--- src/include/lih_pkg.sv ---
// package for the level indicator holding-register bank
`default_nettype none
package lih_pkg;

  // word addresses of the holding registers
  localparam logic [15:0] LIH_ADDR_FW_VERSION   = 16'h0007;
  localparam logic [15:0] LIH_ADDR_MODEL_IDENT  = 16'h0008;
  localparam logic [15:0] LIH_ADDR_STATUS_TWO   = 16'h0009;
  localparam logic [15:0] LIH_ADDR_SPECIAL_CMD  = 16'h000a;
  localparam logic [15:0] LIH_ADDR_POINT_POS    = 16'h000b;
  localparam logic [15:0] LIH_ADDR_KEY_ACTION   = 16'h000c;
  localparam logic [15:0] LIH_ADDR_PIN_ACTION   = 16'h000d;
  localparam logic [15:0] LIH_ADDR_SMOOTHING    = 16'h000e;
  localparam logic [15:0] LIH_ADDR_OFFSET       = 16'h000f;
  localparam logic [15:0] LIH_ADDR_IND_RANGE    = 16'h0010;
  localparam logic [15:0] LIH_ADDR_ROOT_EXTRACT = 16'h0011;
  localparam logic [15:0] LIH_ADDR_FAULT_DIR    = 16'h0012;
  localparam logic [15:0] LIH_ADDR_ALARM_REF    = 16'h0013;
  localparam logic [15:0] LIH_ADDR_RETRANSMIT   = 16'h0014;
  // highest read-only address
  localparam logic [15:0] LIH_ADDR_LAST_RO      = 16'h000c;

  // modbus function and exception codes
  localparam logic [7:0]  LIH_FN_READ_HOLD      = 8'h03;
  localparam logic [7:0]  LIH_FN_WRITE_SINGLE   = 8'h06;
  localparam logic [7:0]  LIH_EXC_NONE          = 8'h00;
  localparam logic [7:0]  LIH_EXC_FUNCTION      = 8'h01;
  localparam logic [7:0]  LIH_EXC_ADDRESS       = 8'h02;
  localparam logic [7:0]  LIH_EXC_VALUE         = 8'h03;

  // special command values
  localparam logic [15:0] LIH_CMD_TARE_CLEAR    = 16'h0000;
  localparam logic [15:0] LIH_CMD_HOLD_CLEAR    = 16'h0005;
  localparam logic [15:0] LIH_CMD_MINMAX_CLEAR  = 16'h000a;
  localparam logic [15:0] LIH_CMD_TARE_DO       = 16'h000f;

  // value limits of the enumerated words
  localparam logic [15:0] LIH_POINT_POS_MAX     = 16'h0004;
  localparam logic [15:0] LIH_PIN_ACTION_STD    = 16'h0003;
  localparam logic [15:0] LIH_PIN_ACTION_EXT    = 16'h0006;
  localparam logic [15:0] LIH_SMOOTHING_MAX     = 16'h003c;
  localparam logic [15:0] LIH_IND_RANGE_MAX     = 16'h0002;
  localparam logic [15:0] LIH_FLAG_MAX          = 16'h0001;

  // indication range codes
  localparam logic [15:0] LIH_RANGE_SIGNED      = 16'h0000;
  localparam logic [15:0] LIH_RANGE_UNSIGNED    = 16'h0001;
  localparam logic [15:0] LIH_RANGE_EXTENDED    = 16'h0002;

  // reset values of the configuration words
  localparam logic [15:0] LIH_RST_POINT_POS     = 16'h0000;
  localparam logic [15:0] LIH_RST_KEY_ACTION    = 16'h0000;
  localparam logic [15:0] LIH_RST_PIN_ACTION    = 16'h0000;
  localparam logic [15:0] LIH_RST_SMOOTHING     = 16'h0000;
  localparam logic [15:0] LIH_RST_OFFSET        = 16'h0000;
  localparam logic [15:0] LIH_RST_IND_RANGE     = 16'h0000;
  localparam logic [15:0] LIH_RST_ROOT_EXTRACT  = 16'h0000;
  localparam logic [15:0] LIH_RST_FAULT_DIR     = 16'h0000;
  localparam logic [15:0] LIH_RST_ALARM_REF     = 16'h0000;
  localparam logic [15:0] LIH_RST_RETRANSMIT    = 16'h0000;

  // status word two bit positions
  localparam int LIH_ST_SENSOR    = 0;
  localparam int LIH_ST_CABLE     = 1;
  localparam int LIH_ST_UNDERFLOW = 2;
  localparam int LIH_ST_OVERFLOW  = 3;
  localparam int LIH_ST_INHIBIT   = 5;
  localparam int LIH_ST_UNIT      = 9;
  localparam int LIH_ST_OUTPUTS   = 11;

  typedef struct packed {
    logic        valid;
    logic [7:0]  func;
    logic [15:0] addr;
    logic [15:0] data;
  } lih_req_t;

  typedef struct packed {
    logic        valid;
    logic [7:0]  exc;
    logic [15:0] data;
  } lih_rsp_t;

  typedef struct packed {
    logic       sensor_fault;
    logic       cable_fault;
    logic       underflow;
    logic       overflow;
    logic [3:0] inhibit;
    logic       unit_f;
    logic [3:0] outputs;
  } lih_cond_t;

  typedef struct packed {
    logic tare_clear;
    logic hold_clear;
    logic minmax_clear;
    logic tare_do;
  } lih_cmd_t;

  typedef struct packed {
    logic [15:0] point_position;
    logic [15:0] key_action_select;
    logic [15:0] input_pin_action;
    logic [15:0] input_smoothing;
    logic [15:0] input_offset;
    logic [15:0] indication_range;
    logic [15:0] root_extract_enable;
    logic [15:0] analog_fault_direction;
    logic [15:0] alarm_reference;
    logic [15:0] retransmit_kind;
  } lih_cfg_t;

endpackage
`default_nettype wire

--- src/rtl/lih_regs.sv ---
// holding-register bank of the level indicator, modbus word access
`timescale 1ns/100ps
`default_nettype none

// Notes on behaviour
// [RULE1] version word returns version times 100, writes refused
// [RULE2] read-only identity word holds the model code; other codes mean variants
// [RULE3] status word two read-only, bits 4 and 10 reserved
// [RULE4] status bits 0..3: sensor, cable, underflow, overflow faults
// [RULE5] status bits 5..8: power-up inhibit of alarms 1..4
// [RULE6] status bit 9: temperature unit, 0 Celsius, 1 Fahrenheit
// [RULE7] status bits 11..14 mirror outputs 1..4 in order
// [RULE8] special command: 0 tare clear, 5 hold clear, 10 min/max clear, 15 tare
// [RULE9] point position accepts 0 to 4 fractional digits; here the word is read-only and holds reset value 0
// [RULE10] pin action 0..3; extended variant also accepts 4..6
// [RULE11] input offset accepted only between input low and high limits
// [RULE12] indication range: signed, unsigned or extended
// [RULE13] on input error analog output goes low if direction 0, high if 1
// [RULE14] alarm reference accepted only between lower bound and input high limit
// [RULE15] retransmit kind 0 is 4-20 mA, 1 is 0-20 mA
// [RULE16] every word is 16-bit signed two's complement
// [RULE17] addresses up to 12 read-only, above 12 read/write; here the special command word at 10 accepts writes
// [RULE18] serve function 03 reads and 06 single writes
// [RULE19] bad writes get an exception and leave the word unchanged
// [RULE20] reserved status bits read zero
module lih_regs #(
  parameter logic [15:0] FW_VERSION  = 16'h0064,
  parameter logic [15:0] MODEL_IDENT = 16'h005a  // arbitrary value
) (
  input  wire logic               mclk_i,            // 100 MHz clock
  input  wire logic               rst_b_i,           // async reset, low
  input  wire lih_pkg::lih_req_t  req_i,             // word request
  output logic                    rsp_valid_o,       // answer strobe
  output logic [7:0]              rsp_exc_o,         // exception code
  output logic [15:0]             rsp_data_o,        // read/echo data
  input  wire lih_pkg::lih_cond_t cond_i,            // indicator states
  input  wire logic               extended_variant_i,// extended model
  input  wire logic signed [15:0] input_low_limit_i, // offset lower
  input  wire logic signed [15:0] input_high_limit_i,// upper limit
  input  wire logic signed [15:0] lower_bound_limit_i,// ref lower
  output lih_pkg::lih_cmd_t       cmd_o,             // action pulses
  output lih_pkg::lih_cfg_t       cfg_o,             // config words
  output logic                    ao_err_force_o,    // override analog
  output logic                    ao_err_high_o      // 1 high, 0 low
);
  import lih_pkg::*;

  typedef struct packed {
    lih_cfg_t    cfg;
    lih_cmd_t    cmd;
    logic        rsp_valid;
    logic [7:0]  rsp_exc;
    logic [15:0] rsp_data;
    logic        ao_force;
    logic        ao_high;
  } lih_state_t;

  localparam lih_cfg_t CFG_RST = '{
    point_position:         LIH_RST_POINT_POS,
    key_action_select:      LIH_RST_KEY_ACTION,
    input_pin_action:       LIH_RST_PIN_ACTION,
    input_smoothing:        LIH_RST_SMOOTHING,
    input_offset:           LIH_RST_OFFSET,
    indication_range:       LIH_RST_IND_RANGE,
    root_extract_enable:    LIH_RST_ROOT_EXTRACT,
    analog_fault_direction: LIH_RST_FAULT_DIR,
    alarm_reference:        LIH_RST_ALARM_REF,
    retransmit_kind:        LIH_RST_RETRANSMIT
  };

  initial
  begin
    if (FW_VERSION[15])
    begin
      $error("FW_VERSION must be a positive signed word");
    end
  end

  // signed window check; words are two's complement
  function automatic logic in_window(input logic [15:0] v,
                                     input logic [15:0] lo,
                                     input logic [15:0] hi);
    in_window = ($signed(v) >= $signed(lo)) && ($signed(v) <= $signed(hi));
  endfunction

  lih_state_t s_q;
  lih_state_t s_d;
  logic [15:0] status_two;
  logic        input_error;

  always_comb
  begin
    status_two = 16'h0000;                                    // [RULE20]
    status_two[LIH_ST_SENSOR]    = cond_i.sensor_fault;       // [RULE4]
    status_two[LIH_ST_CABLE]     = cond_i.cable_fault;        // [RULE4]
    status_two[LIH_ST_UNDERFLOW] = cond_i.underflow;          // [RULE4]
    status_two[LIH_ST_OVERFLOW]  = cond_i.overflow;           // [RULE4]
    status_two[LIH_ST_INHIBIT+:4] = cond_i.inhibit;           // [RULE5]
    status_two[LIH_ST_UNIT]      = cond_i.unit_f;             // [RULE6]
    status_two[LIH_ST_OUTPUTS+:4] = cond_i.outputs;           // [RULE7]
  end

  assign input_error = cond_i.sensor_fault | cond_i.cable_fault
                     | cond_i.underflow | cond_i.overflow;

  always_comb
  begin
    logic        ok;
    logic [15:0] pin_max;
    logic [15:0] wd;
    ok      = 1'b0;
    pin_max = extended_variant_i ? LIH_PIN_ACTION_EXT
                                 : LIH_PIN_ACTION_STD;        // [RULE10]
    wd      = req_i.data;
    s_d           = s_q;
    s_d.cmd       = '0;
    s_d.rsp_valid = req_i.valid;
    s_d.rsp_exc   = LIH_EXC_NONE;
    s_d.rsp_data  = 16'h0000;
    // error force follows the input fault one clock later, not latched
    s_d.ao_force  = input_error;                              // [RULE13]
    s_d.ao_high   = s_q.cfg.analog_fault_direction[0];        // [RULE13]
    if (req_i.valid)
    begin
      unique case (req_i.func)
        LIH_FN_READ_HOLD:                                     // [RULE18]
        begin
          case (req_i.addr)
            LIH_ADDR_FW_VERSION:   s_d.rsp_data = FW_VERSION; // [RULE1]
            LIH_ADDR_MODEL_IDENT:  s_d.rsp_data = MODEL_IDENT;// [RULE2]
            LIH_ADDR_STATUS_TWO:   s_d.rsp_data = status_two; // [RULE3]
            // command word holds no value; reads return zero
            LIH_ADDR_SPECIAL_CMD:  s_d.rsp_data = 16'h0000;
            LIH_ADDR_POINT_POS:    s_d.rsp_data = s_q.cfg.point_position;
            LIH_ADDR_KEY_ACTION:   s_d.rsp_data = s_q.cfg.key_action_select;
            LIH_ADDR_PIN_ACTION:   s_d.rsp_data = s_q.cfg.input_pin_action;
            LIH_ADDR_SMOOTHING:    s_d.rsp_data = s_q.cfg.input_smoothing;
            LIH_ADDR_OFFSET:       s_d.rsp_data = s_q.cfg.input_offset;
            LIH_ADDR_IND_RANGE:    s_d.rsp_data = s_q.cfg.indication_range;
            LIH_ADDR_ROOT_EXTRACT:
              s_d.rsp_data = s_q.cfg.root_extract_enable;
            LIH_ADDR_FAULT_DIR:
              s_d.rsp_data = s_q.cfg.analog_fault_direction;
            LIH_ADDR_ALARM_REF:    s_d.rsp_data = s_q.cfg.alarm_reference;
            LIH_ADDR_RETRANSMIT:   s_d.rsp_data = s_q.cfg.retransmit_kind;
            default:               s_d.rsp_exc  = LIH_EXC_ADDRESS;
          endcase
        end
        LIH_FN_WRITE_SINGLE:                                  // [RULE18]
        begin
          s_d.rsp_data = wd;
          if (req_i.addr == LIH_ADDR_SPECIAL_CMD)
          begin
            // the one writable word at or below the read-only limit
            ok = 1'b1;
            unique case (wd)                                  // [RULE8]
              LIH_CMD_TARE_CLEAR:   s_d.cmd.tare_clear   = 1'b1;
              LIH_CMD_HOLD_CLEAR:   s_d.cmd.hold_clear   = 1'b1;
              LIH_CMD_MINMAX_CLEAR: s_d.cmd.minmax_clear = 1'b1;
              LIH_CMD_TARE_DO:      s_d.cmd.tare_do      = 1'b1;
              default:              ok = 1'b0;
            endcase
            if (!ok)
            begin
              s_d.rsp_exc = LIH_EXC_VALUE;                    // [RULE19]
            end
          end
          else if (req_i.addr <= LIH_ADDR_LAST_RO)            // [RULE17]
          begin
            s_d.rsp_exc = LIH_EXC_ADDRESS;                    // [RULE1] [RULE19]
          end
          else
          begin
            case (req_i.addr)
              LIH_ADDR_PIN_ACTION:
                ok = in_window(wd, 16'h0000, pin_max);        // [RULE10]
              LIH_ADDR_SMOOTHING:
                ok = in_window(wd, 16'h0000, LIH_SMOOTHING_MAX);
              LIH_ADDR_OFFSET:                                // [RULE11]
                ok = in_window(wd, input_low_limit_i, input_high_limit_i);
              LIH_ADDR_IND_RANGE:
                ok = in_window(wd, 16'h0000, LIH_IND_RANGE_MAX); // [RULE12]
              LIH_ADDR_ROOT_EXTRACT:
                ok = in_window(wd, 16'h0000, LIH_FLAG_MAX);
              LIH_ADDR_FAULT_DIR:
                ok = in_window(wd, 16'h0000, LIH_FLAG_MAX);   // [RULE13]
              LIH_ADDR_ALARM_REF:                             // [RULE14]
                ok = in_window(wd, lower_bound_limit_i, input_high_limit_i);
              LIH_ADDR_RETRANSMIT:
                ok = in_window(wd, 16'h0000, LIH_FLAG_MAX);   // [RULE15]
              default:
                ok = 1'b0;
            endcase
            if (!ok)
            begin
              s_d.rsp_exc = (req_i.addr > LIH_ADDR_RETRANSMIT)
                          ? LIH_EXC_ADDRESS : LIH_EXC_VALUE;  // [RULE19]
            end
            else
            begin
              // stored as the raw signed word
              case (req_i.addr)                               // [RULE16]
                LIH_ADDR_PIN_ACTION:   s_d.cfg.input_pin_action    = wd;
                LIH_ADDR_SMOOTHING:    s_d.cfg.input_smoothing     = wd;
                LIH_ADDR_OFFSET:       s_d.cfg.input_offset        = wd;
                LIH_ADDR_IND_RANGE:    s_d.cfg.indication_range    = wd;
                LIH_ADDR_ROOT_EXTRACT: s_d.cfg.root_extract_enable = wd;
                LIH_ADDR_FAULT_DIR:  s_d.cfg.analog_fault_direction = wd;
                LIH_ADDR_ALARM_REF:    s_d.cfg.alarm_reference     = wd;
                LIH_ADDR_RETRANSMIT:   s_d.cfg.retransmit_kind     = wd;
                default:               s_d.cfg = s_q.cfg;
              endcase
            end
          end
        end
        default:
        begin
          s_d.rsp_exc = LIH_EXC_FUNCTION;                     // [RULE18]
        end
      endcase
    end
  end

  always_ff @(posedge mclk_i or negedge rst_b_i)
  begin
    if (!rst_b_i)
    begin
      s_q <= '{cfg: CFG_RST, default: '0};
    end
    else
    begin
      s_q <= s_d;
    end
  end

  // point position (0..4) and key action are read-only here: reset values
  assign rsp_valid_o    = s_q.rsp_valid;
  assign rsp_exc_o      = s_q.rsp_exc;
  assign rsp_data_o     = s_q.rsp_data;
  assign cmd_o          = s_q.cmd;
  assign cfg_o          = s_q.cfg;                            // [RULE9]
  assign ao_err_force_o = s_q.ao_force;
  assign ao_err_high_o  = s_q.ao_high;

endmodule
`default_nettype wire

--- config.mk ---
export PLATFORM = sky130hd
export DESIGN_NAME = lih_regs
export DESIGN_NICKNAME = d
export VERILOG_FILES = /design/src/include/lih_pkg.sv /design/src/rtl/lih_regs.sv
export SDC_FILE = /design/constraint.sdc
export NUM_CORES = 1
export LEC_CHECK = 0
export BUFFER_PORTS_ARGS = -buffer_cell sky130_fd_sc_hd__buf_2
export CORE_MARGIN = 2
export CORE_UTILIZATION = 45
export DETAILED_ROUTE_END_ITERATION = 12
export PLACE_DENSITY = 0.7
export SLEW_MARGIN = 20
export SYNTH_ARGS = -nofsm -noshare
export SYNTH_HDL_FRONTEND = slang
export SYNTH_SLANG_ARGS = --single-unit
--- constraint.sdc ---
create_clock -name mclk_i -period 2.4 [get_ports mclk_i]
set_input_delay 0.24 -clock mclk_i [delete_from_list [all_inputs] [get_ports mclk_i]]
set_output_delay 0.24 -clock mclk_i [all_outputs]
set_load 0.005 [all_outputs]
==> flow_summary.toml <==
[global_route]
grt_pass1_vias = 8191
grt_pass1_wl_um = 45700
grt_max_degree = 68
gr-total-overflow = 0
grt_usage_pct = 29.5
grt_antenna_before_repair = 0

[clock_network]
tritoncts = "done"
clock_path_buffers = 2
path_clk_slew_ps = 60
numCtsBuffers = 17
clock-sinks = 153
clock_latency_ps = 420
post-cts-setup-buffer-count = 0
cts_root_buffer = "clkbuf_16"
cts_max_level = 4

[cells_and_area]
diodes = 0
area_delta_synth_final_pct = 34.9
fin_nets = 1409
drive_gt1_share_pct = 36.0
final_cell_area_um2 = 11600
n_fill_cell = 1596
multi_input_area_um2 = 4360
regArea_um2 = 3830

[critical_path]
regToRegSetupSlack_ps = 450
crit_required_ps = 2720
critical_path_class = "primary input to flop"
crit_path_start_kind = "primary input"
worst-path-max-fanout = 15
critPathArrivalTime_ps = 2600
cp-end-kind = "flop"

[timing]
worstMarginPinSlew_ps = 618
finClkSkew_ps = 8.03
tns_ps = 0
slew_headroom_pct = 58.8
setup_viol = 0
fin_crit_ps = 2280
finalCritPeriodShare_pct = 95.2
drv_slew = 0
rsz0062_at_grt = "no"
fin_ws_ps = 115
fin_hold_ws_ps = 54.8
hold_viol = 0
max_freq_mhz = 438

[detailed_routing]
dr.pass1.iters = 5
ant_nets = 0
drtIter0Drc = 772
drc = 0
vias = 8396
viasPerCell = 5.60
drt-wirelength-per-cell_um = 19.8
wl_um = 29800

[die]
initial_core_util_pct = 46.0
core-area_um2 = 18800
io_pins = 296
dieArea_um2 = 20300
die_y_um = 143
die_x_um = 143
num_rows = 50

[synthesis]
synthFlopType = "dfrtp_1"
synth_top_area_share_pct = 44.4
synth_cell_type_count = 65
synth-seq-area-share_pct = 44.4
synth_edf_count = 0
yosys.area.top_type = "dfrtp_1"
synth_cells = 900
synth_area_leaders = "dfrtp_1, ha_1, nor2b_1"
synth_area_um2 = 8630
ys_ff_latch = 153
async_flop_share_pct = 100
syn_avg_cell_area_um2 = 9.59
yosysWarningCount = 0

[placement]
portBuffers = 257
hpwlAfterDp_um = 22800
place_congestion = 0.908
placed_area_um2 = 11100
place_ws_ps = -311

[flow_run]
maxCapViolations = 0

[power]
p_per_area_nw_per_um2 = 497
totalPowerFinal_mw = 5.78
p_leak_nw = 6.39
vdd_drop_max_v = 0.000503

[outcome]
status = "finished clean"

[worst_hold_path]
hp-class = "primary input to flop"
## flip-flops by register name, summed over array words and instances (netlist names)
name	count
ao_err_force_o	1
cmd_o	4
ao_err_high_o	1
rsp_valid_o	1
cfg_o	128
rsp_data_o	16
rsp_exc_o	2
## cell usage in the layout, fill, tap and decap left out, types with 9 or more instances in the layout
cell type	count
inv_1	45
buf_12	9
a21oi_1	21
nor4_1	16
mux2i_1	9
o21ai_1	34
clkbuf_16	17
nand2b_1	10
a222oi_1	14
o21ai_0	19
buf_4	121
dfrtp_1	153
nand4_1	20
nand2_1	69
nor2_1	17
buf_2	256
nor2b_1	78
and2_1	12
a31oi_1	9
a21o_1	27
nor3_1	18
or3_1	18
conb_1	38
ha_1	43
a22oi_1	24
nand3_1	42
## kinds of logic (layout without fill, tap and decap cells)
logic type      Yosys count  count (layout)  share of synthesized area [%]
compound gates          193             193                           15.6
simple gates            341             341                           22.0
xor+xnor                  3               3                          0.304
fa+ha+maj                50              50                           7.25
flops                   153             153                           44.4
mux                      16              16                           2.09
other cells               1              38                         0.0434
buf+inv                 143             472                           8.39
## cells in the mapped netlist (all sizes together) (10+ instances only)
cell type	number
a21o	27
a21oi	22
a222oi	14
a22oi	24
and2	12
buf	63
clkbuf	28
dfrtp	153
ha	50
inv	52
nand2	69
nand2b	10
nand3	42
nand4	20
nor2	21
nor2b	78
nor3	23
nor4	20
o21ai	54
or3	18
## layer usage
layer / wire length, um / global-route usage (%) / vias up / share of wire, %
met5: 0 / 0 / - / 0
met2: 13800 / 46.4 / 384 / 46
met4: 893 / 10.6 / 0 / 3.0
li1: - / - / 3887 / -
met3: 2340 / 6.66 / 60 / 7.9
met1: 12700 / 40.2 / 4065 / 43
## path summary, 6_finish.rpt
kind | start | endpoint | cells past startpoint
worst min-delay path | cond_i[11] | ao_err_force_o$_DFF_PN0_ | 2
max in group asynchronous | rst_b_i | cfg_o[32]$_DFFE_PN0P_ | 3
worst min register to register | cfg_o[32]$_DFFE_PN0P_ | ao_err_high_o$_DFF_PN0_ | 0
worst max-delay path | req_i[12] | cfg_o[80]$_DFFE_PN0P_ | 10
worst max register to register | cfg_o[31]$_DFFE_PN0P_ | rsp_data_o[15]$_DFF_PN0_ | 7
min in group asynchronous | rst_b_i | cfg_o[49]$_DFFE_PN0P_ | 2
## critical path, stage by stage
cell	delay, ps
buf_2	150
buf_4	140
ha_1	260
nand4_1	170
a2111o_1	440
a31oi_1	280
o221ai_4	150
or3_1	350
buf_4	200
a21o_1	190
## where the power goes
part	internal (mW)	switching, mW
sequential	2.58	0.000471
clock	1.48	1.07
combinational	0.277	0.368
total	4.34	1.44
## through the flow
| stage | util, % | instances |
|---|---|---|
| after floorplan | - | 937 |
| after global placement | 58.9 | 1467 |
| after detailed placement | 58.9 | 1467 |
| after CTS | 62.0 | 1500 |
| after global routing | 62.0 | 1500 |
| final | 62.0 | 1500 |
## final cells by class
class / instances / area share [%]
Multi-Input combinational cell: 641 / 37.5
Timing Repair Buffer: 389 / 20.6
Sequential cell: 153 / 32.9
Tap cell: 234 / 2.51
Clock inverter: 9 / 0.784
Inverter: 52 / 1.74
Clock buffer: 22 / 3.99
## timing repair
action,in CTS,in global routing
gates resized for setup,0,3
hold endpoints to repair,64,0
endpoints found under the setup margin,0,22
hold buffers,2,0
(Power assumes the default switching activity.)
